`config.mk`:
```
export PLATFORM = sky130hd
export DESIGN_NAME = csw_clock_switch
export DESIGN_NICKNAME = d
export VERILOG_FILES = /design/src/hdl/csw_pkg.sv /design/src/hdl/csw_tune_if.sv /design/src/hdl/csw_selftune.sv /design/src/hdl/csw_clock_switch.sv
export SDC_FILE = /design/constraint.sdc
export NUM_CORES = 1
export LEC_CHECK = 0
export BUFFER_PORTS_ARGS = -buffer_cell sky130_fd_sc_hd__buf_2
export CORE_MARGIN = 8
export CORE_UTILIZATION = 55
export CTS_CLUSTER_DIAMETER = 100
export CTS_CLUSTER_SIZE = 16
export DETAILED_ROUTE_END_ITERATION = 10
export HOLD_SLACK_MARGIN = 0.02
export PLACE_DENSITY = 0.88
export SLEW_MARGIN = 10
export SYNTH_ARGS = -nofsm -noshare
export SYNTH_HDL_FRONTEND = slang
export SYNTH_SLANG_ARGS = --single-unit
```
`constraint.sdc`:
```
create_clock -name ref_clk_i -period 7.13 [get_ports ref_clk_i]
set_input_delay 2.139 -clock ref_clk_i [delete_from_list [all_inputs] [get_ports ref_clk_i]]
set_output_delay 2.139 -clock ref_clk_i [all_outputs]
set_load 0.005 [all_outputs]
```
`src/hdl/csw_pkg.sv`:
```
// package with register map, field positions and timing for the clock switch block
package csw_pkg;
	// register word addresses
	localparam logic [3:0] ADDR_OSC_CTRL = 4'h0; // oscillator_control_reg
	localparam logic [3:0] ADDR_RC_TUNE = 4'h1; // internal_rc_tune_reg
	localparam logic [3:0] ADDR_CLK_DIV = 4'h2; // sys_clock_divider
	localparam logic [3:0] ADDR_STATUS = 4'h3; // readiness and usb clock status
	localparam logic [3:0] ADDR_TUNE_MEAS = 4'h4; // frequency error input from the reference counter
	// unlock keys
	localparam logic [7:0] KEY_HI_A = 8'h78;
	localparam logic [7:0] KEY_HI_B = 8'h9a;
	localparam logic [7:0] KEY_LO_A = 8'h46;
	localparam logic [7:0] KEY_LO_B = 8'h57;
	// control register field positions
	localparam int CUR_SEL_LSB = 12;
	localparam int NEXT_SEL_LSB = 8;
	localparam int PLL_LOCK_BIT = 5;
	localparam int CLK_FAIL_BIT = 3;
	localparam int SECONDARY_32K_OSC_EN_BIT = 1;
	localparam int SWITCH_GO_BIT = 0;
	// tune register field positions
	localparam int ST_EN_BIT = 15;
	localparam int ST_REF_BIT = 12;
	localparam int ST_TOL_BIT = 11;
	localparam int ST_TOLPOL_BIT = 10;
	localparam int ST_OOR_BIT = 9;
	localparam int ST_OORPOL_BIT = 8;
	// reset values
	localparam logic [5:0] TRIM_RST = 6'h00;
	localparam logic [1:0] DIV_RST = 2'h0;
	// handover count of new-source cycles
	localparam logic [3:0] HANDOVER_CYCLES = 4'ha;
	// deviation limits in tenths of a percent of the measured error
	localparam logic [7:0] TOL_LIMIT = 8'h02; // 0.2 %
	localparam logic [7:0] RANGE_LIMIT = 8'h0f; // 1.5 %
	// self-tune step interval in system cycles
	localparam int STEP_NS = 1000;
	localparam int CLK_NS = 10;
	localparam logic [7:0] STEP_CYCLES = 8'(STEP_NS / CLK_NS);
	// usb pll clock tree figures in MHz
	localparam int PRESCALE_OUT_MHZ = 4;
	localparam int VCO_MHZ = 96;
	localparam int USB_MHZ = VCO_MHZ / 2;
	localparam int SYS_BASE_MHZ = VCO_MHZ / 3;
	// source selection codes
	typedef enum logic [2:0] {
		SRC_FRC = 3'b000,
		SRC_FRC_PLL = 3'b001,
		SRC_PRI = 3'b010,
		SRC_PRI_PLL = 3'b011,
		SRC_SECONDARY_32K_OSC = 3'b100,
		SRC_LOW_POWER_INTERNAL_RC = 3'b101,
		SRC_RSVD = 3'b110,
		SRC_FRC_DIV = 3'b111
	} csw_src_t;
	// switch sequencer states
	typedef enum logic [2:0] {
		SW_IDLE = 3'b000,
		SW_CHECK = 3'b001,
		SW_START = 3'b010,
		SW_WAIT_RDY = 3'b011,
		SW_HANDOVER = 3'b100,
		SW_DONE = 3'b101
	} csw_sw_state_t;
endpackage

```
`src/hdl/csw_tune_if.sv`:
```
// interface carrying the self-tune controls and results
`timescale 1ns/1ps
`default_nettype none
interface csw_tune_if;
	logic enable;
	logic ref_sel;
	logic ref_ok;
	logic signed [7:0] error;
	logic tol_ok;
	logic out_of_range;
	logic trim_we;
	logic [5:0] trim_wdata;
	logic [5:0] trim;
	modport ctrl (output enable, output ref_sel, output ref_ok, output error, output trim_we, output trim_wdata,
		input tol_ok, input out_of_range, input trim);
	modport tuner (input enable, input ref_sel, input ref_ok, input error, input trim_we, input trim_wdata,
		output tol_ok, output out_of_range, output trim);
endinterface
`default_nettype wire

```
`src/hdl/csw_selftune.sv`:
```
// self-tune loop stepping the internal rc trim toward the reference
`timescale 1ns/1ps
`default_nettype none
module csw_selftune
	import csw_pkg::*;
(
	input wire logic ref_clk_i,
	input wire logic reset_n_i,
	csw_tune_if.tuner tif
);
	typedef struct packed {
		logic [5:0] trim;
		logic [7:0] tick;
		logic tol_ok;
		logic oor;
	} csw_tune_state_t;
	csw_tune_state_t st_r, st_nxt;
	logic [7:0] mag;

	// magnitude of the measured error
	always_comb begin
		mag = tif.error[7] ? 8'(-tif.error) : 8'(tif.error);
	end

	// trim stepping and status
	always_comb begin
		st_nxt = st_r;
		if (tif.enable) begin
			st_nxt.tick = (st_r.tick == STEP_CYCLES - 8'h01) ? 8'h00 : st_r.tick + 8'h01;
			if (tif.ref_ok && st_r.tick == 8'h00) begin
				st_nxt.tol_ok = (mag <= TOL_LIMIT);
				st_nxt.oor = 1'b0;
				if (mag > TOL_LIMIT) begin
					if (tif.error[7] && st_r.trim != 6'h1f) begin
						st_nxt.trim = st_r.trim + 6'h01;
					end else if (!tif.error[7] && st_r.trim != 6'h20) begin
						st_nxt.trim = st_r.trim - 6'h01;
					end else begin
						st_nxt.oor = (mag > RANGE_LIMIT);
					end
				end
				if (mag > RANGE_LIMIT) begin
					st_nxt.oor = 1'b1;
				end
			end
		end else begin
			st_nxt.tick = 8'h00;
			st_nxt.tol_ok = 1'b0;
			st_nxt.oor = 1'b0;
			if (tif.trim_we) begin
				st_nxt.trim = tif.trim_wdata;
			end
		end
	end

	// state register
	always_ff @(posedge ref_clk_i or negedge reset_n_i) begin
		if (!reset_n_i) begin
			st_r <= '{trim: TRIM_RST, tick: 8'h00, tol_ok: 1'b0, oor: 1'b0};
		end else begin
			st_r <= st_nxt;
		end
	end

	assign tif.trim = st_r.trim;
	assign tif.tol_ok = st_r.tol_ok;
	assign tif.out_of_range = st_r.oor;

	a_trim_frozen_write: assert property (@(posedge ref_clk_i) disable iff (!reset_n_i)
		tif.enable && tif.trim_we && !(tif.ref_ok && st_r.tick == 8'h00) |=> $stable(st_r.trim))
		else $error("trim written while self-tune active");
	a_range_flag_src: assert property (@(posedge ref_clk_i) disable iff (!reset_n_i)
		$rose(st_r.oor) |-> $past(tif.enable))
		else $error("out of range set without self-tune");
endmodule
`default_nettype wire

```
`src/hdl/csw_clock_switch.sv`:
```
// oscillator control: protected clock switch, self-tune control and usb clock tree state
// Function
// - switch and fail-safe monitor enabled only when configuration bit is zero
// - with switching disabled ignore next-source, hold go at zero, show default source
// - redundant request with equal sources clears go and aborts
// - valid request clears pll lock and clock fail flags
// - start new oscillator, wait startup timer or pll lock
// - count ten new-clock cycles before handover
// - on completion clear go and copy next into current source
// - turn old source off, keeping low_power_internal_rc or secondary when needed
// - primary submode fixed by configuration, not changed by switching
// - self-tune enable bit starts calibration, reference bit picks usb or 32k
// - active self-tune adjusts six-bit trim and blocks software writes
// - interrupt on drift over 0.2% or uncorrectable over 1.5%, two status bits
// - polarity bits pick presence or absence, meaningless when disabled
// - 48 MHz usb clock provided while usb enabled and not suspended, here only while a pll source is selected
// - prescale to 4 MHz, multiply to 96, divide by 2 and by 3
// - divider codes give 32, 16, 8, 4 MHz; slow codes only without usb
// - source encodings 000 to 111 as listed, 110 reserved
//
// Added by the designer: strobed register access and the register offsets.
`timescale 1ns/1ps
`default_nettype none
module csw_clock_switch
	import csw_pkg::*;
(
	input wire logic ref_clk_i,
	input wire logic reset_n_i,
	input wire logic switch_monitor_disable_cfg_i,
	input wire logic [2:0] default_source_cfg_i,
	input wire logic [1:0] primary_submode_cfg_i,
	input wire logic watchdog_en_i,
	input wire logic startup_timer_done_i,
	input wire logic pll_locked_i,
	input wire logic new_clk_tick_i,
	input wire logic usb_enabled_i,
	input wire logic usb_suspended_i,
	input wire logic sof_ref_ok_i,
	input wire logic secondary_32k_osc_ref_ok_i,
	input wire logic [3:0] reg_addr_i,
	input wire logic [15:0] reg_wdata_i,
	input wire logic [1:0] reg_byte_en_i,
	input wire logic reg_wr_i,
	input wire logic reg_rd_i,
	output logic [15:0] reg_rdata_o,
	output logic [7:0] osc_enable_o,
	output logic [2:0] sys_clk_source_o,
	output logic [5:0] frc_trim_bits_o,
	output logic selftune_irq_flag_o,
	output logic usb_clk_enable_o,
	output logic [1:0] sys_clock_divider_o,
	output logic [1:0] primary_submode_o
);
	typedef struct packed {
		csw_sw_state_t state;
		logic [2:0] cur_sel;
		logic [2:0] next_sel;
		logic go;
		logic pll_lock;
		logic clk_fail;
		logic secondary_32k_osc_en;
		logic [1:0] hi_key;
		logic [1:0] lo_key;
		logic [3:0] hand_cnt;
		logic [7:0] osc_on;
		logic st_en;
		logic st_ref;
		logic tol_pol;
		logic oor_pol;
		logic [1:0] div;
		logic signed [7:0] err;
		logic irq;
		logic usb_clk;
		logic [15:0] rdata;
		logic [1:0] submode;
		logic init_done;
	} csw_state_t;
	csw_state_t s_r, s_nxt;
	csw_tune_if tif ();
	logic sw_enabled;
	logic wr_hi, wr_lo;

	// switching available only with the configuration bit at zero
	assign sw_enabled = !switch_monitor_disable_cfg_i;
	assign wr_hi = reg_wr_i && reg_addr_i == ADDR_OSC_CTRL && reg_byte_en_i[1];
	assign wr_lo = reg_wr_i && reg_addr_i == ADDR_OSC_CTRL && reg_byte_en_i[0];

	// one-hot enable for a source code
	function automatic logic [7:0] src_bit(input logic [2:0] code);
		src_bit = 8'h01 << code;
	endfunction

	// true when the source uses the pll
	function automatic logic src_is_pll(input logic [2:0] code);
		src_is_pll = (code == SRC_PRI_PLL) || (code == SRC_FRC_PLL);
	endfunction

	// next-state logic
	always_comb begin
		s_nxt = s_r;
		s_nxt.rdata = 16'h0000;
		// capture configuration after reset release
		if (!s_r.init_done) begin
			s_nxt.init_done = 1'b1;
			s_nxt.cur_sel = default_source_cfg_i;
			s_nxt.next_sel = default_source_cfg_i;
			s_nxt.osc_on = src_bit(default_source_cfg_i);
			s_nxt.submode = primary_submode_cfg_i;
		end
		// unlock key tracking; any other access cancels
		if (reg_wr_i || reg_rd_i) begin
			s_nxt.hi_key = 2'h0;
			s_nxt.lo_key = 2'h0;
		end
		if (wr_hi) begin
			if (s_r.hi_key == 2'h2) begin
				if (sw_enabled && s_r.state == SW_IDLE) begin
					s_nxt.next_sel = reg_wdata_i[NEXT_SEL_LSB +: 3];
				end
			end else if (reg_wdata_i[15:8] == KEY_HI_A && !wr_lo) begin
				s_nxt.hi_key = 2'h1;
			end else if (s_r.hi_key == 2'h1 && reg_wdata_i[15:8] == KEY_HI_B && !wr_lo) begin
				s_nxt.hi_key = 2'h2;
			end
		end
		if (wr_lo) begin
			if (s_r.lo_key == 2'h2) begin
				s_nxt.secondary_32k_osc_en = reg_wdata_i[SECONDARY_32K_OSC_EN_BIT];
				if (!reg_wdata_i[CLK_FAIL_BIT]) begin
					s_nxt.clk_fail = 1'b0; // clear-only bit
				end
				if (reg_wdata_i[SWITCH_GO_BIT] && sw_enabled && s_r.state == SW_IDLE) begin
					s_nxt.go = 1'b1;
					s_nxt.state = SW_CHECK;
				end
			end else if (reg_wdata_i[7:0] == KEY_LO_A && !wr_hi) begin
				s_nxt.lo_key = 2'h1;
			end else if (s_r.lo_key == 2'h1 && reg_wdata_i[7:0] == KEY_LO_B && !wr_hi) begin
				s_nxt.lo_key = 2'h2;
			end
		end
		// self-tune and divider registers
		if (reg_wr_i && reg_addr_i == ADDR_RC_TUNE) begin
			s_nxt.st_en = reg_wdata_i[ST_EN_BIT];
			s_nxt.st_ref = reg_wdata_i[ST_REF_BIT];
			s_nxt.tol_pol = reg_wdata_i[ST_TOLPOL_BIT];
			s_nxt.oor_pol = reg_wdata_i[ST_OORPOL_BIT];
		end
		if (reg_wr_i && reg_addr_i == ADDR_CLK_DIV) begin
			if (!usb_enabled_i || !reg_wdata_i[1]) begin
				s_nxt.div = reg_wdata_i[1:0];
			end
		end
		if (reg_wr_i && reg_addr_i == ADDR_TUNE_MEAS) begin
			s_nxt.err = reg_wdata_i[7:0];
		end
		// switch sequencer
		case (s_r.state)
			SW_IDLE: begin
				s_nxt.hand_cnt = 4'h0;
			end
			SW_CHECK: begin
				if (s_r.next_sel == s_r.cur_sel) begin
					s_nxt.go = 1'b0;
					s_nxt.state = SW_IDLE;
				end else begin
					s_nxt.pll_lock = 1'b0;
					s_nxt.clk_fail = 1'b0;
					s_nxt.state = SW_START;
				end
			end
			SW_START: begin
				s_nxt.osc_on = s_r.osc_on | src_bit(s_r.next_sel);
				s_nxt.state = SW_WAIT_RDY;
			end
			SW_WAIT_RDY: begin
				if (src_is_pll(s_r.next_sel)) begin
					if (pll_locked_i) begin
						s_nxt.pll_lock = 1'b1;
						s_nxt.state = SW_HANDOVER;
					end
				end else if (s_r.next_sel == SRC_PRI || s_r.next_sel == SRC_SECONDARY_32K_OSC) begin
					if (startup_timer_done_i) begin
						s_nxt.state = SW_HANDOVER;
					end
				end else begin
					// rc sources run at once and need no start-up wait
					s_nxt.state = SW_HANDOVER;
				end
			end
			SW_HANDOVER: begin
				// ticks seen while still waiting for readiness are not counted
				if (new_clk_tick_i) begin
					s_nxt.hand_cnt = s_r.hand_cnt + 4'h1;
					if (s_r.hand_cnt == HANDOVER_CYCLES - 4'h1) begin
						s_nxt.state = SW_DONE;
					end
				end
			end
			SW_DONE: begin
				s_nxt.go = 1'b0;
				s_nxt.cur_sel = s_r.next_sel;
				s_nxt.osc_on = src_bit(s_r.next_sel);
				if (watchdog_en_i || sw_enabled) begin
					s_nxt.osc_on[SRC_LOW_POWER_INTERNAL_RC] = 1'b1;
				end
				if (s_r.secondary_32k_osc_en) begin
					s_nxt.osc_on[SRC_SECONDARY_32K_OSC] = 1'b1;
				end
				// a pll source keeps only its own input oscillator
				if (src_is_pll(s_r.next_sel)) begin
					s_nxt.osc_on[SRC_FRC] = (s_r.next_sel == SRC_FRC_PLL);
					s_nxt.osc_on[SRC_PRI] = (s_r.next_sel == SRC_PRI_PLL);
				end
				s_nxt.state = SW_IDLE;
			end
			default: begin
				s_nxt.state = SW_IDLE;
			end
		endcase
		if (!src_is_pll(s_r.cur_sel) && s_r.state == SW_IDLE) begin
			s_nxt.pll_lock = 1'b0;
		end
		// disabled switching: default source and idle go
		if (!sw_enabled) begin
			s_nxt.go = 1'b0;
			s_nxt.state = SW_IDLE;
			s_nxt.cur_sel = default_source_cfg_i;
			s_nxt.clk_fail = 1'b0;
		end
		// self-tune interrupt with polarity selection
		s_nxt.irq = s_r.st_en && ((tif.tol_ok ~^ s_r.tol_pol) || (tif.out_of_range ~^ s_r.oor_pol));
		// usb clock tree availability
		s_nxt.usb_clk = usb_enabled_i && !usb_suspended_i && src_is_pll(s_r.cur_sel);
		// read decode
		if (reg_rd_i) begin
			if (reg_addr_i == ADDR_OSC_CTRL) begin
				s_nxt.rdata = {1'b0, s_r.cur_sel, 1'b0, s_r.next_sel, 2'h0, s_r.pll_lock, 1'b0, s_r.clk_fail,
					1'b0, s_r.secondary_32k_osc_en, s_r.go};
			end else if (reg_addr_i == ADDR_RC_TUNE) begin
				s_nxt.rdata = {s_r.st_en, 2'h0, s_r.st_ref, tif.tol_ok, s_r.tol_pol, tif.out_of_range,
					s_r.oor_pol, 2'h0, tif.trim};
			end else if (reg_addr_i == ADDR_CLK_DIV) begin
				s_nxt.rdata = {14'h0000, s_r.div};
			end else if (reg_addr_i == ADDR_STATUS) begin
				s_nxt.rdata = {s_r.submode, s_r.usb_clk, s_r.state, s_r.osc_on, 2'h0};
			end else begin
				s_nxt.rdata = 16'h0000;
			end
		end
	end

	// state register
	always_ff @(posedge ref_clk_i or negedge reset_n_i) begin
		if (!reset_n_i) begin
			s_r <= '0;
		end else begin
			s_r <= s_nxt;
		end
	end

	// self-tune controls toward the loop
	assign tif.enable = s_r.st_en;
	assign tif.ref_sel = s_r.st_ref;
	assign tif.ref_ok = s_r.st_ref ? sof_ref_ok_i : secondary_32k_osc_ref_ok_i;
	assign tif.error = s_r.err;
	assign tif.trim_we = reg_wr_i && reg_addr_i == ADDR_RC_TUNE;
	assign tif.trim_wdata = reg_wdata_i[5:0];

	csw_selftune csw_selftune_i (
		.ref_clk_i(ref_clk_i),
		.reset_n_i(reset_n_i),
		.tif(tif)
	);

	// outputs straight from state
	assign reg_rdata_o = s_r.rdata;
	assign osc_enable_o = s_r.osc_on;
	assign sys_clk_source_o = s_r.cur_sel;
	assign frc_trim_bits_o = tif.trim;
	assign selftune_irq_flag_o = s_r.irq;
	assign usb_clk_enable_o = s_r.usb_clk;
	assign sys_clock_divider_o = s_r.div;
	assign primary_submode_o = s_r.submode;

	// sequencer, unlock, divider and self-tune irq checks
	a_disabled_go_low: assert property (@(posedge ref_clk_i) disable iff (!reset_n_i)
		!sw_enabled |=> !s_r.go)
		else $error("go set while switching disabled");
	a_redundant_abort: assert property (@(posedge ref_clk_i) disable iff (!reset_n_i)
		s_r.state == SW_CHECK && s_r.next_sel == s_r.cur_sel && sw_enabled |=> !s_r.go && s_r.state == SW_IDLE)
		else $error("redundant switch not aborted");
	a_valid_clear_flags: assert property (@(posedge ref_clk_i) disable iff (!reset_n_i)
		s_r.state == SW_CHECK && s_r.next_sel != s_r.cur_sel && sw_enabled |=> !s_r.pll_lock && !s_r.clk_fail)
		else $error("flags not cleared on valid switch");
	a_pll_wait: assert property (@(posedge ref_clk_i) disable iff (!reset_n_i)
		s_r.state == SW_WAIT_RDY && src_is_pll(s_r.next_sel) && !pll_locked_i && sw_enabled
		|=> s_r.state == SW_WAIT_RDY)
		else $error("left pll wait without lock");
	a_handover_count: assert property (@(posedge ref_clk_i) disable iff (!reset_n_i)
		$rose(s_r.state == SW_DONE) |-> $past(s_r.hand_cnt) == HANDOVER_CYCLES - 4'h1)
		else $error("handover count wrong");
	a_done_copy: assert property (@(posedge ref_clk_i) disable iff (!reset_n_i)
		s_r.state == SW_DONE && sw_enabled |=> s_r.cur_sel == $past(s_r.next_sel) && !s_r.go)
		else $error("switch completion wrong");
	a_unlocked_ignored: assert property (@(posedge ref_clk_i) disable iff (!reset_n_i)
		wr_hi && s_r.hi_key != 2'h2 && s_r.init_done |=> s_r.next_sel == $past(s_r.next_sel))
		else $error("selection written without unlock");
	a_slow_div_usb: assert property (@(posedge ref_clk_i) disable iff (!reset_n_i)
		reg_wr_i && reg_addr_i == ADDR_CLK_DIV && usb_enabled_i && reg_wdata_i[1] |=> $stable(s_r.div))
		else $error("slow divider accepted with usb on");
	a_irq_disabled: assert property (@(posedge ref_clk_i) disable iff (!reset_n_i)
		!s_r.st_en |=> !s_r.irq)
		else $error("self-tune irq while disabled");
	// completion and clock tree checks
	a_start_turns_on: assert property (@(posedge ref_clk_i) disable iff (!reset_n_i)
		s_r.state == SW_START && sw_enabled |=> s_r.osc_on[s_r.next_sel])
		else $error("new source not started");
	a_low_power_internal_rc_kept: assert property (@(posedge ref_clk_i) disable iff (!reset_n_i)
		s_r.state == SW_DONE && sw_enabled |=> s_r.osc_on[SRC_LOW_POWER_INTERNAL_RC])
		else $error("low-power rc stopped while monitor enabled");
	a_old_source_off: assert property (@(posedge ref_clk_i) disable iff (!reset_n_i)
		s_r.state == SW_DONE && sw_enabled && !src_is_pll(s_r.next_sel) && s_r.cur_sel != SRC_LOW_POWER_INTERNAL_RC
		&& s_r.cur_sel != SRC_SECONDARY_32K_OSC |=> (s_r.osc_on & src_bit($past(s_r.cur_sel))) == 8'h00)
		else $error("old source left running");
	a_default_tracked: assert property (@(posedge ref_clk_i) disable iff (!reset_n_i)
		!sw_enabled |=> s_r.cur_sel == $past(default_source_cfg_i))
		else $error("current source not following default while disabled");
	a_usb_clk_on: assert property (@(posedge ref_clk_i) disable iff (!reset_n_i)
		usb_enabled_i && !usb_suspended_i && src_is_pll(s_r.cur_sel) |=> s_r.usb_clk)
		else $error("usb clock missing while usb active");
	// coverage of the main scenarios
	c_pll_wait: cover property (@(posedge ref_clk_i) disable iff (!reset_n_i)
		s_r.state == SW_WAIT_RDY && src_is_pll(s_r.next_sel) && !pll_locked_i);
	c_div_refused: cover property (@(posedge ref_clk_i) disable iff (!reset_n_i)
		reg_wr_i && reg_addr_i == ADDR_CLK_DIV && usb_enabled_i && reg_wdata_i[1]);
	c_switch_done: cover property (@(posedge ref_clk_i) disable iff (!reset_n_i) s_r.state == SW_DONE);
	c_redundant: cover property (@(posedge ref_clk_i) disable iff (!reset_n_i)
		s_r.state == SW_CHECK && s_r.next_sel == s_r.cur_sel);
	c_tune_irq: cover property (@(posedge ref_clk_i) disable iff (!reset_n_i) $rose(s_r.irq));
endmodule
`default_nettype wire

```
==> run metrics, run 1 <==
clock sinks=80; pre-CTS WS=3.42 ns; wirelength, routed=11600 µm; GR Overflow Total=0; ys flop type=dfrtp_1; slowest cell delay on critical path=0.42 ns; initial antenna violation count=1; CTS resizes=0; fraction of registers with async set/reset=100%; Post-CTS Setup Inserts=0; leading area contributor after synthesis=dfrtp_1; Worst Setup Start Kind=input pin; I/O Pins=79; Fmax=0.297 GHz; hold_sp=s_r[48]; Leak Pwr=0.00235 µW; RePlAce Congestion=0.916; Die Span Y=108 µm; Worst setup EP type=flip-flop; DR pass1 iterations=5; CP cell instances=buf_2 -> nor2_1 -> nand4_1 -> mux2_2; first-pass GRT wire length=18400 µm; layout cells sized above 1=25.2%; worst-skew pair later-pin latency=0.35 ns; Antenna Cells=0; area share of fa/ha/maj cells after synthesis=2.87%; Final period util=47.3%; #FFs+latches synth=80; min Tclk post-route=3.37 ns; CTS clk-pin slew, worst paths=0.08 ns; RSZ-0062 raised after global routing=false; Max-Cap Viols=0; ranking of synthesized cells by area=dfrtp_1, buf_4, mux2_2; hpwl dp=8410 µm; critical path class=input pin to flip-flop; Synth-to-Final Area Change=7.48%; CP arrival=3.60 ns; CTS tree=yes; # rows=33; Slowest-stage cell, CP=nand4_1; status=finished clean; Syn Area/Cell=9.78 µm²; core area=8180 µm²; Layout Cells excl Fill=616; largest net degree at the start of global routing=81; peak supply drop=0.109 mV; Crit Path Max Fanout=20; Cells after DPL=600; Netlist Area Pre-Place=4610 µm²; Synth Warn #=0; Worst Hold Slack=0.503 ns; Final Hold Viols=0; DR vias=3807; die width=108 µm; largest family of logic cells by synthesized area=simple AND/OR/NAND/NOR gates; worst hold-check path type=flip-flop to flip-flop; clk root buf=clkbuf_8; CP required=7.36 ns; final net count=556; Max Slew Vio Count=0; post-synthesis mux area share=10.8%; final setup fails=0; number of flops mapped to enable cells by yosys=0; Fillers=679; Post-synth top cells=dfrtp_1, nor2_1, buf_4; xor/xnor cell area share of the yosys netlist=3.23%; First DRT Iteration DRCs=336; Least-Margin Pin Slew=0.975 ns; Starting Density=56.4%; Slew HR=35.0%; wire length per cell=18.8 µm; Mapped Cells=472; cts hold-fix bufs=0; Crit. Startpoint=reg_addr_i[1]; Port Buffers=78; vias in the first global route=3678; DRT antenna net count=0; worst r2r src=csw_selftune_i.tif.trim[5]; pwr/cell area=262 nW/µm²; Synth Area in Compound Gates=11.9%; top cell type's share of synthesized area=43.4%; clock skew=0.00575 ns; simple-gate area share of the yosys netlist=18.3%; die area=11600 µm²; DRC Markers=0; H-Tree Depth=3; post-synth net total=522; Tot Pwr=1300 µW; Num CTS Buffers=9; Clock Tree Buf Depth=2; Synth cell types=67; post-synthesis sequential area ratio=43.4%; Setup TNS=0 ns; top-count cell post-synth=dfrtp_1; GRT Overall Usage=20.1%; Setup WS post-layout=3.76 ns; drt via density=6.18
power by group:
part           total, µW  internal, µW  switching, µW
registers            609           508            101
logic                373           190            183
clock network        317           154            162
total               1300           853            446
layout make-up:
| type | count | area [µm²] | share of cell area [%] |
|---|---|---|---|
| clock buffer | 12 | 165 | 3.33 |
| multi-input combinational | 321 | 2180 | 44.0 |
| clock inverter | 4 | 27.5 | 0.555 |
| sequential | 80 | 2000 | 40.4 |
| tap | 105 | 131 | 2.65 |
| timing repair buffer | 78 | 393 | 7.92 |
| inverter | 16 | 60.1 | 1.21 |
layer usage:
layer  GRT usage, %  up-vias  wire [µm]
li1               -     1698          -
met1           24.4     1835       4650
met2           31.9      231       5400
met3           4.43       41       1060
met4           12.5        2        445
met5              0        -         12
worst max-delay path: cells and delay by family:
| kind | cells | cell delay [ns] |
|---|---|---|
| buffers and inverters | 1 | 0.26 |
| AND/OR/NAND/NOR | 2 | 0.78 |
| multiplexers | 1 | 0.42 |
cell usage in the layout, fill, tap and decap left out, drive strengths merged, types with 7 or more instances in the layout:
master  count
nor3       13
clkbuf     12
o21ai      16
ha          9
mux2       25
a21oi      23
mux2i      20
buf        78
a22o        7
inv        14
nor2       54
xor2       10
nand3      19
nor2b       7
xnor2       7
nand2      34
nand4       9
dfrtp      80
state kept, by name, summed over array words and instances, names as in the netlist:
| name | count |
|---|---|
| csw_selftune_i.st_r | 8 |
| usb_clk_enable_o | 1 |
| tif.ref_sel | 1 |
| osc_enable_o | 8 |
| s_r | 21 |
| primary_submode_o | 2 |
| tif.enable | 1 |
| csw_selftune_i.tif.trim | 6 |
| reg_rdata_o | 16 |
| sys_clock_divider_o | 2 |
| tif.error | 8 |
| csw_selftune_i.tif.tol_ok | 1 |
| sys_clk_source_o | 3 |
| csw_selftune_i.tif.out_of_range | 1 |
| selftune_irq_flag_o | 1 |
path summary, 6_finish.rpt:
| kind | end | slack, ns | depth (start not counted) |
|---|---|---|---|
| setup / recovery | tif.error[3] | 3.76 | 4 |
| hold / removal | s_r[48] | 0.50 | 1 |
| setup reg to reg | csw_selftune_i.tif.trim[4] | 4.29 | 8 |
| hold reg to reg | s_r[48] | 0.50 | 1 |
| max in group asynchronous | sys_clk_source_o[1] | 4.56 | 1 |
| min in group asynchronous | tif.error[3] | 1.93 | 1 |
through the flow:
step	instance area, µm²	utilization [%]
global placement	4770	58.3
finish	4960	60.7
CTS	4960	60.7
global route	4960	60.7
floorplan	4610	-
detailed placement	4770	58.3
cell families (layout without fill, tap and decap cells):
group	after synthesis	after routing
simple gates	168	168
compound gates	80	80
flops	80	80
buf+inv	71	110
mux	45	45
xor+xnor	17	17
fa+ha+maj	10	10
other cells	1	1
Note: power is estimated with default switching activity, not from simulation.
==> inputs of run 2 (changes only) <==
==> constraint.sdc (replaced) <==
create_clock -name ref_clk_i -period 3.4 [get_ports ref_clk_i]
set_input_delay 1.02 -clock ref_clk_i [delete_from_list [all_inputs] [get_ports ref_clk_i]]
set_output_delay 1.02 -clock ref_clk_i [all_outputs]
set_load 0.005 [all_outputs]
==> run metrics, run 2 (synthesis results as in run 1) <==
RePlAce Congestion=0.907 (was 0.916); Die Span Y=108 µm (unchanged); RSZ-0062 raised after global routing=false (unchanged); layout cells sized above 1=25.0% (was 25.2%); worst-skew pair later-pin latency=0.36 ns (was 0.35 ns); final instance area=4970 µm² (was 4960 µm²); status=finished clean (unchanged); Setup TNS=0 ns (unchanged); Crit. Startpoint=csw_selftune_i.tif.trim[0] (was reg_addr_i[1]); Clock Tree Buf Depth=2 (unchanged); die width=108 µm (unchanged); Least-Margin Pin Slew=0.994 ns (was 0.975 ns); hpwl dp=8510 µm (was 8410 µm); Starting Density=56.4% (unchanged); Largest register FFs=21 (unchanged); Fmax=0.374 GHz; GRT Overall Usage=20.2% (was 20.1%); commonest non-fill, non-tap cell in the layout=dfrtp_1 (unchanged); commonest cells after routing, fill and taps aside=dfrtp_1, buf_2, nor2_1 (unchanged); Synth-to-Final Area Change=7.81% (was 7.48%); Clock power frac=27.3% (was 24.4%); min Tclk post-route=2.68 ns; CTS clk-pin slew, worst paths=0.08 ns (about the same); Post-CTS Setup Inserts=0 (unchanged); GR Overflow Total=0 (unchanged); Port Buffers=78 (unchanged); wire length per cell=18.6 µm (was 18.8 µm); Flop pwr share=44.7% (was 46.9%); internal power=1890 µW (was 853 µW); I/O Pins=79 (unchanged); CP arrival=2.93 ns (was 3.60 ns); pwr/cell area=564 nW/µm² (was 262 nW/µm²); vias in the first global route=3652 (was 3678); Num CTS Buffers=9 (unchanged); Sw Pwr=917 µW (was 446 µW); Top reg by flops=s_r (unchanged); Final Hold Viols=0 (unchanged); die area=11600 µm² (unchanged); CTS resizes=0 (unchanged); fin util=60.9% (was 60.7%); largest net degree at the start of global routing=81 (unchanged); clock sinks=80 (unchanged); Fillers=672 (was 679); CTS tree=yes (unchanged); CP required=3.65 ns (was 7.36 ns); Slew HR=33.7% (was 35.0%); Comb power frac=28.0% (was 28.7%); Leak Pwr=0.00237 µW (was 0.00235 µW); drt via density=6.00 (was 6.18); core area=8180 µm² (unchanged); DR vias=3684 (was 3807); Final period util=78.7%; Placed Area=4770 µm² (unchanged); final setup fails=0 (unchanged); initial antenna violation count=1 (unchanged); DRT antenna net count=0 (unchanged); Max Slew Vio Count=0 (unchanged); # rows=33 (unchanged); Cells after DPL=600 (unchanged); DRC Markers=0 (unchanged); peak supply drop=0.246 mV (was 0.109 mV); worst hold-check path type=flip-flop to flip-flop (unchanged); hold_sp=csw_selftune_i.st_r[2] (was s_r[48]); worst r2r src=csw_selftune_i.tif.trim[0] (was csw_selftune_i.tif.trim[5]); Worst setup EP type=flip-flop (unchanged); Crit Path Max Fanout=9 (was 20); Worst Setup Start Kind=flip-flop (was input pin); final net count=556 (unchanged); DR pass1 iterations=5 (unchanged); first-pass GRT wire length=18500 µm (was 18400 µm); cts hold-fix bufs=0 (unchanged); Antenna Cells=0 (unchanged); clock skew=0.00564 ns (was 0.00575 ns); clk root buf=clkbuf_8 (unchanged); Max-Cap Viols=0 (unchanged); Layout Cells excl Fill=614 (was 616); critical path class=flip-flop to flip-flop (was input pin to flip-flop); First DRT Iteration DRCs=348 (was 336); H-Tree Depth=3 (unchanged); switch share=32.7% (was 34.4%); wirelength, routed=11400 µm (was 11600 µm)
-- run 2: cell types whose count changed in the layout (fill, tap and decap cells not counted), sizes merged --
cell      change
bufinv        +2
clkbuf        -2
clkinv        +1
clkinvlp      -3
-- run 2: worst max-delay path: stages, from the launching register on --
cell      delay [ns]
dfrtp_1         0.53
nand3b_1        0.15
o21ai_0         0.52
ha_1            0.40
a21o_1          0.19
a21oi_1         0.17
xnor2_1         0.08
mux2_2          0.27
mux2_4          0.26
-- run 2: final cells by class --
class	instances	area, µm²	area share (%)
clock inverters	4	70.1	1.41
multi-input cells	321	2180	43.8
repair buffers	78	393	7.90
flip-flops and latches	80	2000	40.2
inverters	16	60.1	1.21
clock buffers	10	138	2.77
well taps	105	131	2.64
-- run 2: worst paths after layout --
| check | slack [ns] | end | depth (start not counted) |
|---|---|---|---|
| hold reg to reg | 0.49 | csw_selftune_i.st_r[2] | 1 |
| setup / recovery | 0.72 | csw_selftune_i.tif.trim[4] | 8 |
| hold / removal | 0.49 | csw_selftune_i.st_r[2] | 1 |
| min in group asynchronous | 0.79 | tif.error[5] | 1 |
| max in group asynchronous | 1.94 | s_r[31] | 1 |
| setup reg to reg | 0.72 | csw_selftune_i.tif.trim[4] | 8 |
-- run 2: power by group through the flow --
| stage | Sequential (µW) | Clock [µW] | Combinational, µW |
|---|---|---|---|
| CTS | 1250 | 764 | 782 |
| detailed placement | 1270 | 0 | 777 |
| finish | 1250 | 766 | 786 |
| global route | 1270 | 807 | 875 |
| floorplan | 1190 | 0 | 669 |
| global placement | 1260 | 0 | 748 |
-- run 2: routing by layer --
metal  vias to the layer above  part of all wire [%]  global-route usage, %
met1                      1780                    42                   24.7
met2                       174                    47                   32.3
met3                        29                   8.1                   5.33
li1                       1699                     -                      -
met4                         2                   2.8                   10.1
met5                         -                  0.11                      0
-- run 2: stage by stage --
stage,hold WS (ns),worst slack (ns),power [µW]
floorplan,0.443,1.01,1860
global placement,0.462,0.832,2000
detailed placement,0.482,0.720,2050
CTS,0.496,0.714,2800
global route,0.530,0.480,2950
finish,0.494,0.723,2800
==> inputs of run 3 (changes only) <==
--- a/config.mk
+++ b/config.mk
@@ -5,6 +5,7 @@
 export SDC_FILE = /design/constraint.sdc
 export NUM_CORES = 1
 export LEC_CHECK = 0
+export ABC_AREA = 1
 export BUFFER_PORTS_ARGS = -buffer_cell sky130_fd_sc_hd__buf_2
 export CORE_MARGIN = 8
 export CORE_UTILIZATION = 55
==> constraint.sdc (replaced) <==
create_clock -name ref_clk_i -period 2.5 [get_ports ref_clk_i]
set_input_delay 0.75 -clock ref_clk_i [delete_from_list [all_inputs] [get_ports ref_clk_i]]
set_output_delay 0.75 -clock ref_clk_i [all_outputs]
set_load 0.005 [all_outputs]
==> run metrics, run 3 <==
status=finished clean (unchanged); final setup fails=0 (unchanged); top cell type's share of synthesized area=42.1% (was 43.4%); Syn Area/Cell=7.62 µm² (was 9.78 µm²); Least-Margin Pin Slew=0.587 ns (was 0.994 ns); Synth-to-Final Area Change=9.03% (was 7.81%); largest net degree at the start of global routing=44 (was 81); DRC Markers=0 (unchanged); CP Capture Point=csw_selftune_i.tif.trim[3] (was csw_selftune_i.tif.trim[4]); H-Tree Depth=3 (unchanged); DR vias=4378 (was 3684); layout cells sized above 1=17.7% (was 25.0%); Crit Path Max Fanout=8 (was 9); CTS tree=yes (unchanged); I/O Pins=79 (unchanged); worst-skew pair later-pin latency=0.35 ns (was 0.36 ns); top-count cell post-synth=nand2_1 (was dfrtp_1); Antenna Cells=0 (unchanged); die width=109 µm (was 108 µm); Sw Pwr=1370 µW (was 917 µW); Die Span Y=109 µm (was 108 µm); vias in the first global route=4256 (was 3652); Worst setup EP type=flip-flop (unchanged); Top reg by flops=s_r (unchanged); CTS resizes=0 (unchanged); Max-Cap Viols=0 (unchanged); CP required=2.75 ns (was 3.65 ns); RSZ-0062 raised after global routing=false (unchanged); core area=8550 µm² (was 8180 µm²); Fillers=731 (was 672); critical path class=flip-flop to flip-flop (unchanged); pwr/cell area=716 nW/µm² (was 564 nW/µm²); Worst Hold Slack=0.389 ns (was 0.494 ns); Leak Pwr=0.00275 µW (was 0.00237 µW); commonest non-fill, non-tap cell in the layout=nand2_1 (was dfrtp_1); clk root buf=clkbuf_8 (unchanged); DRT antenna net count=0 (unchanged); DR pass1 iterations=6 (was 5); Worst R2R Setup Slack=0.34 ns (was 0.72 ns); # rows=34 (was 33); post-synthesis sequential area ratio=42.1% (was 43.4%); GR Overflow Total=0 (unchanged); RePlAce Congestion=0.913 (was 0.907); first-pass GRT wire length=20300 µm (was 18500 µm); Placed Area=4990 µm² (was 4770 µm²); drt via density=5.60 (was 6.00); fraction of registers with async set/reset=100% (unchanged); wire length per cell=15.9 µm (was 18.6 µm); internal power=2340 µW (was 1890 µW); number of flops mapped to enable cells by yosys=0 (unchanged); ranking of synthesized cells by area=dfrtp_1, nand2_1, inv_1 (was dfrtp_1, buf_4, mux2_2); Fmax=0.463 GHz (was 0.374 GHz); clock skew=0.0111 ns (was 0.00564 ns); Starting Density=55.6% (was 56.4%); peak supply drop=0.274 mV (was 0.246 mV); worst hold-check path type=input pin to async pin (was flip-flop to flip-flop); r2r endpoint=csw_selftune_i.tif.trim[3] (was csw_selftune_i.tif.trim[4]); post-synth net total=674 (was 522); Synth cell types=41 (was 67); Num CTS Buffers=9 (unchanged); initial antenna violation count=0 (was 1); Largest register FFs=21 (unchanged); ys flop type=dfrtp_1 (unchanged); GRT Overall Usage=21.7% (was 20.2%); Port Buffers=78 (unchanged); First DRT Iteration DRCs=321 (was 348); Final period util=86.5% (was 78.7%); Cells after DPL=767 (was 600); Crit. Startpoint=csw_selftune_i.tif.trim[0] (unchanged); Netlist Area Pre-Place=4750 µm² (was 4610 µm²); leading area contributor after synthesis=dfrtp_1 (unchanged); Clock power frac=25.7% (was 27.3%); final net count=720 (was 556); Slew HR=60.9% (was 33.7%); wirelength, routed=12500 µm (was 11400 µm); cts hold-fix bufs=0 (unchanged); reg2reg path depth=14 (was 8); Clock Tree Buf Depth=2 (unchanged); Synth Warn #=0 (unchanged); final instance area=5180 µm² (was 4970 µm²); Final Hold Viols=0 (unchanged); fin util=60.6% (was 60.9%); Worst Setup Start Kind=flip-flop (unchanged); Max Slew Vio Count=0 (unchanged); Post-synth top cells=nand2_1, inv_1, dfrtp_1 (was dfrtp_1, nor2_1, buf_4); commonest cells after routing, fill and taps aside=nand2_1, inv_1, dfrtp_1 (was dfrtp_1, buf_2, nor2_1); CP arrival=2.41 ns (was 2.93 ns); switch share=36.8% (was 32.7%); Post-CTS Setup Inserts=0 (unchanged); CTS clk-pin slew, worst paths=0.08 ns (about the same); Mapped Cells=624 (was 472); hpwl dp=9740 µm (was 8510 µm); Setup TNS=0 ns (unchanged); Layout Cells excl Fill=782 (was 614); clock sinks=80 (unchanged); worst r2r src=csw_selftune_i.tif.trim[0] (unchanged); min Tclk post-route=2.16 ns (was 2.68 ns); Comb power frac=29.6% (was 28.0%); Flop pwr share=44.7% (about the same); #FFs+latches synth=80 (unchanged); die area=11900 µm² (was 11600 µm²)
-- run 3: changes by cell type in the layout (fill, tap and decap cells not counted), sizes merged, moves of 6 or more --
cell	delta
nand2	+115
inv	+78
o21ai	+37
nand3	+30
mux2	-25
mux2i	-20
a21oi	-7
nor2	+7
nor2b	-7
xor2	-7
a22o	-6
nor3	-6
-- run 3: critical path, stage by stage (launching register included) --
cell and delay [ns]:
dfrtp_1 0.50, nand2_1 0.09, nor2_1 0.10, nand2_1 0.08, nand2_1 0.19, ha_1 0.32
nand2_1 0.08, nand2_1 0.06, inv_1 0.05, o21ai_0 0.08, or2_2 0.28, nand3_1 0.06
o21ai_0 0.07, nand2_1 0.07, nand2_1 0.04
-- run 3: layout make-up --
cell class / instances / area [µm²] / share of cell area [%]
Clock buffer: 9 / 124 / 2.39
Clock inverter: 6 / 71.3 / 1.38
Inverter: 92 / 345 / 6.66
Multi-Input combinational cell: 405 / 2070 / 39.9
Sequential cell: 80 / 2000 / 38.6
Tap cell: 108 / 135 / 2.61
Timing Repair Buffer: 82 / 435 / 8.40
-- run 3: power by group through the flow --
| stage | logic (µW) | clock network, µW | registers, µW |
|---|---|---|---|
| final | 1100 | 955 | 1660 |
| after detailed placement | 1080 | 0 | 1680 |
| after global routing | 1240 | 1030 | 1690 |
| after CTS | 1100 | 964 | 1650 |
| after global placement | 1060 | 0 | 1660 |
| after floorplan | 846 | 0 | 1610 |
-- run 3: metrics by stage --
step                      total power [µW]  setup WS [ns]
after floorplan                       2460          0.550
after global placement                2720          0.440
after detailed placement              2760          0.364
after CTS                             3710          0.354
after global routing                  3960          0.153
final                                 3710          0.338
-- run 3: logic make-up (layout without fill, tap and decap cells) --
kind of cell	after synthesis	count (layout)	synth area share (%)
compound gates	100	100	12.2
xor+xnor	9	9	1.66
fa+ha+maj	10	10	2.79
buf+inv	139	189	14.3
flops	80	80	42.1
other cells	1	1	0.0789
simple gates	285	285	26.8
-- run 3: metal layers --
layer	vias up	GRT usage, %	part of all wire [%]
met1	2074	28.1	42
met2	207	34.9	47
met4	0	8.80	2.2
met5	-	0	0
met3	27	4.26	9.3
li1	2070	-	-
-- run 3: how the worst min path moves through the flow --
stage / start / endpoint / slack (ns)
final: reset_n_i / csw_selftune_i.st_r[7] / 0.39
after detailed placement: csw_selftune_i.st_r[2] / csw_selftune_i.st_r[2] / 0.48
after floorplan: reset_n_i / csw_selftune_i.st_r[2] / 0.45
after CTS: reset_n_i / csw_selftune_i.st_r[7] / 0.41
after global routing: reset_n_i / csw_selftune_i.st_r[7] / 0.43
after global placement: csw_selftune_i.st_r[2] / csw_selftune_i.st_r[2] / 0.47
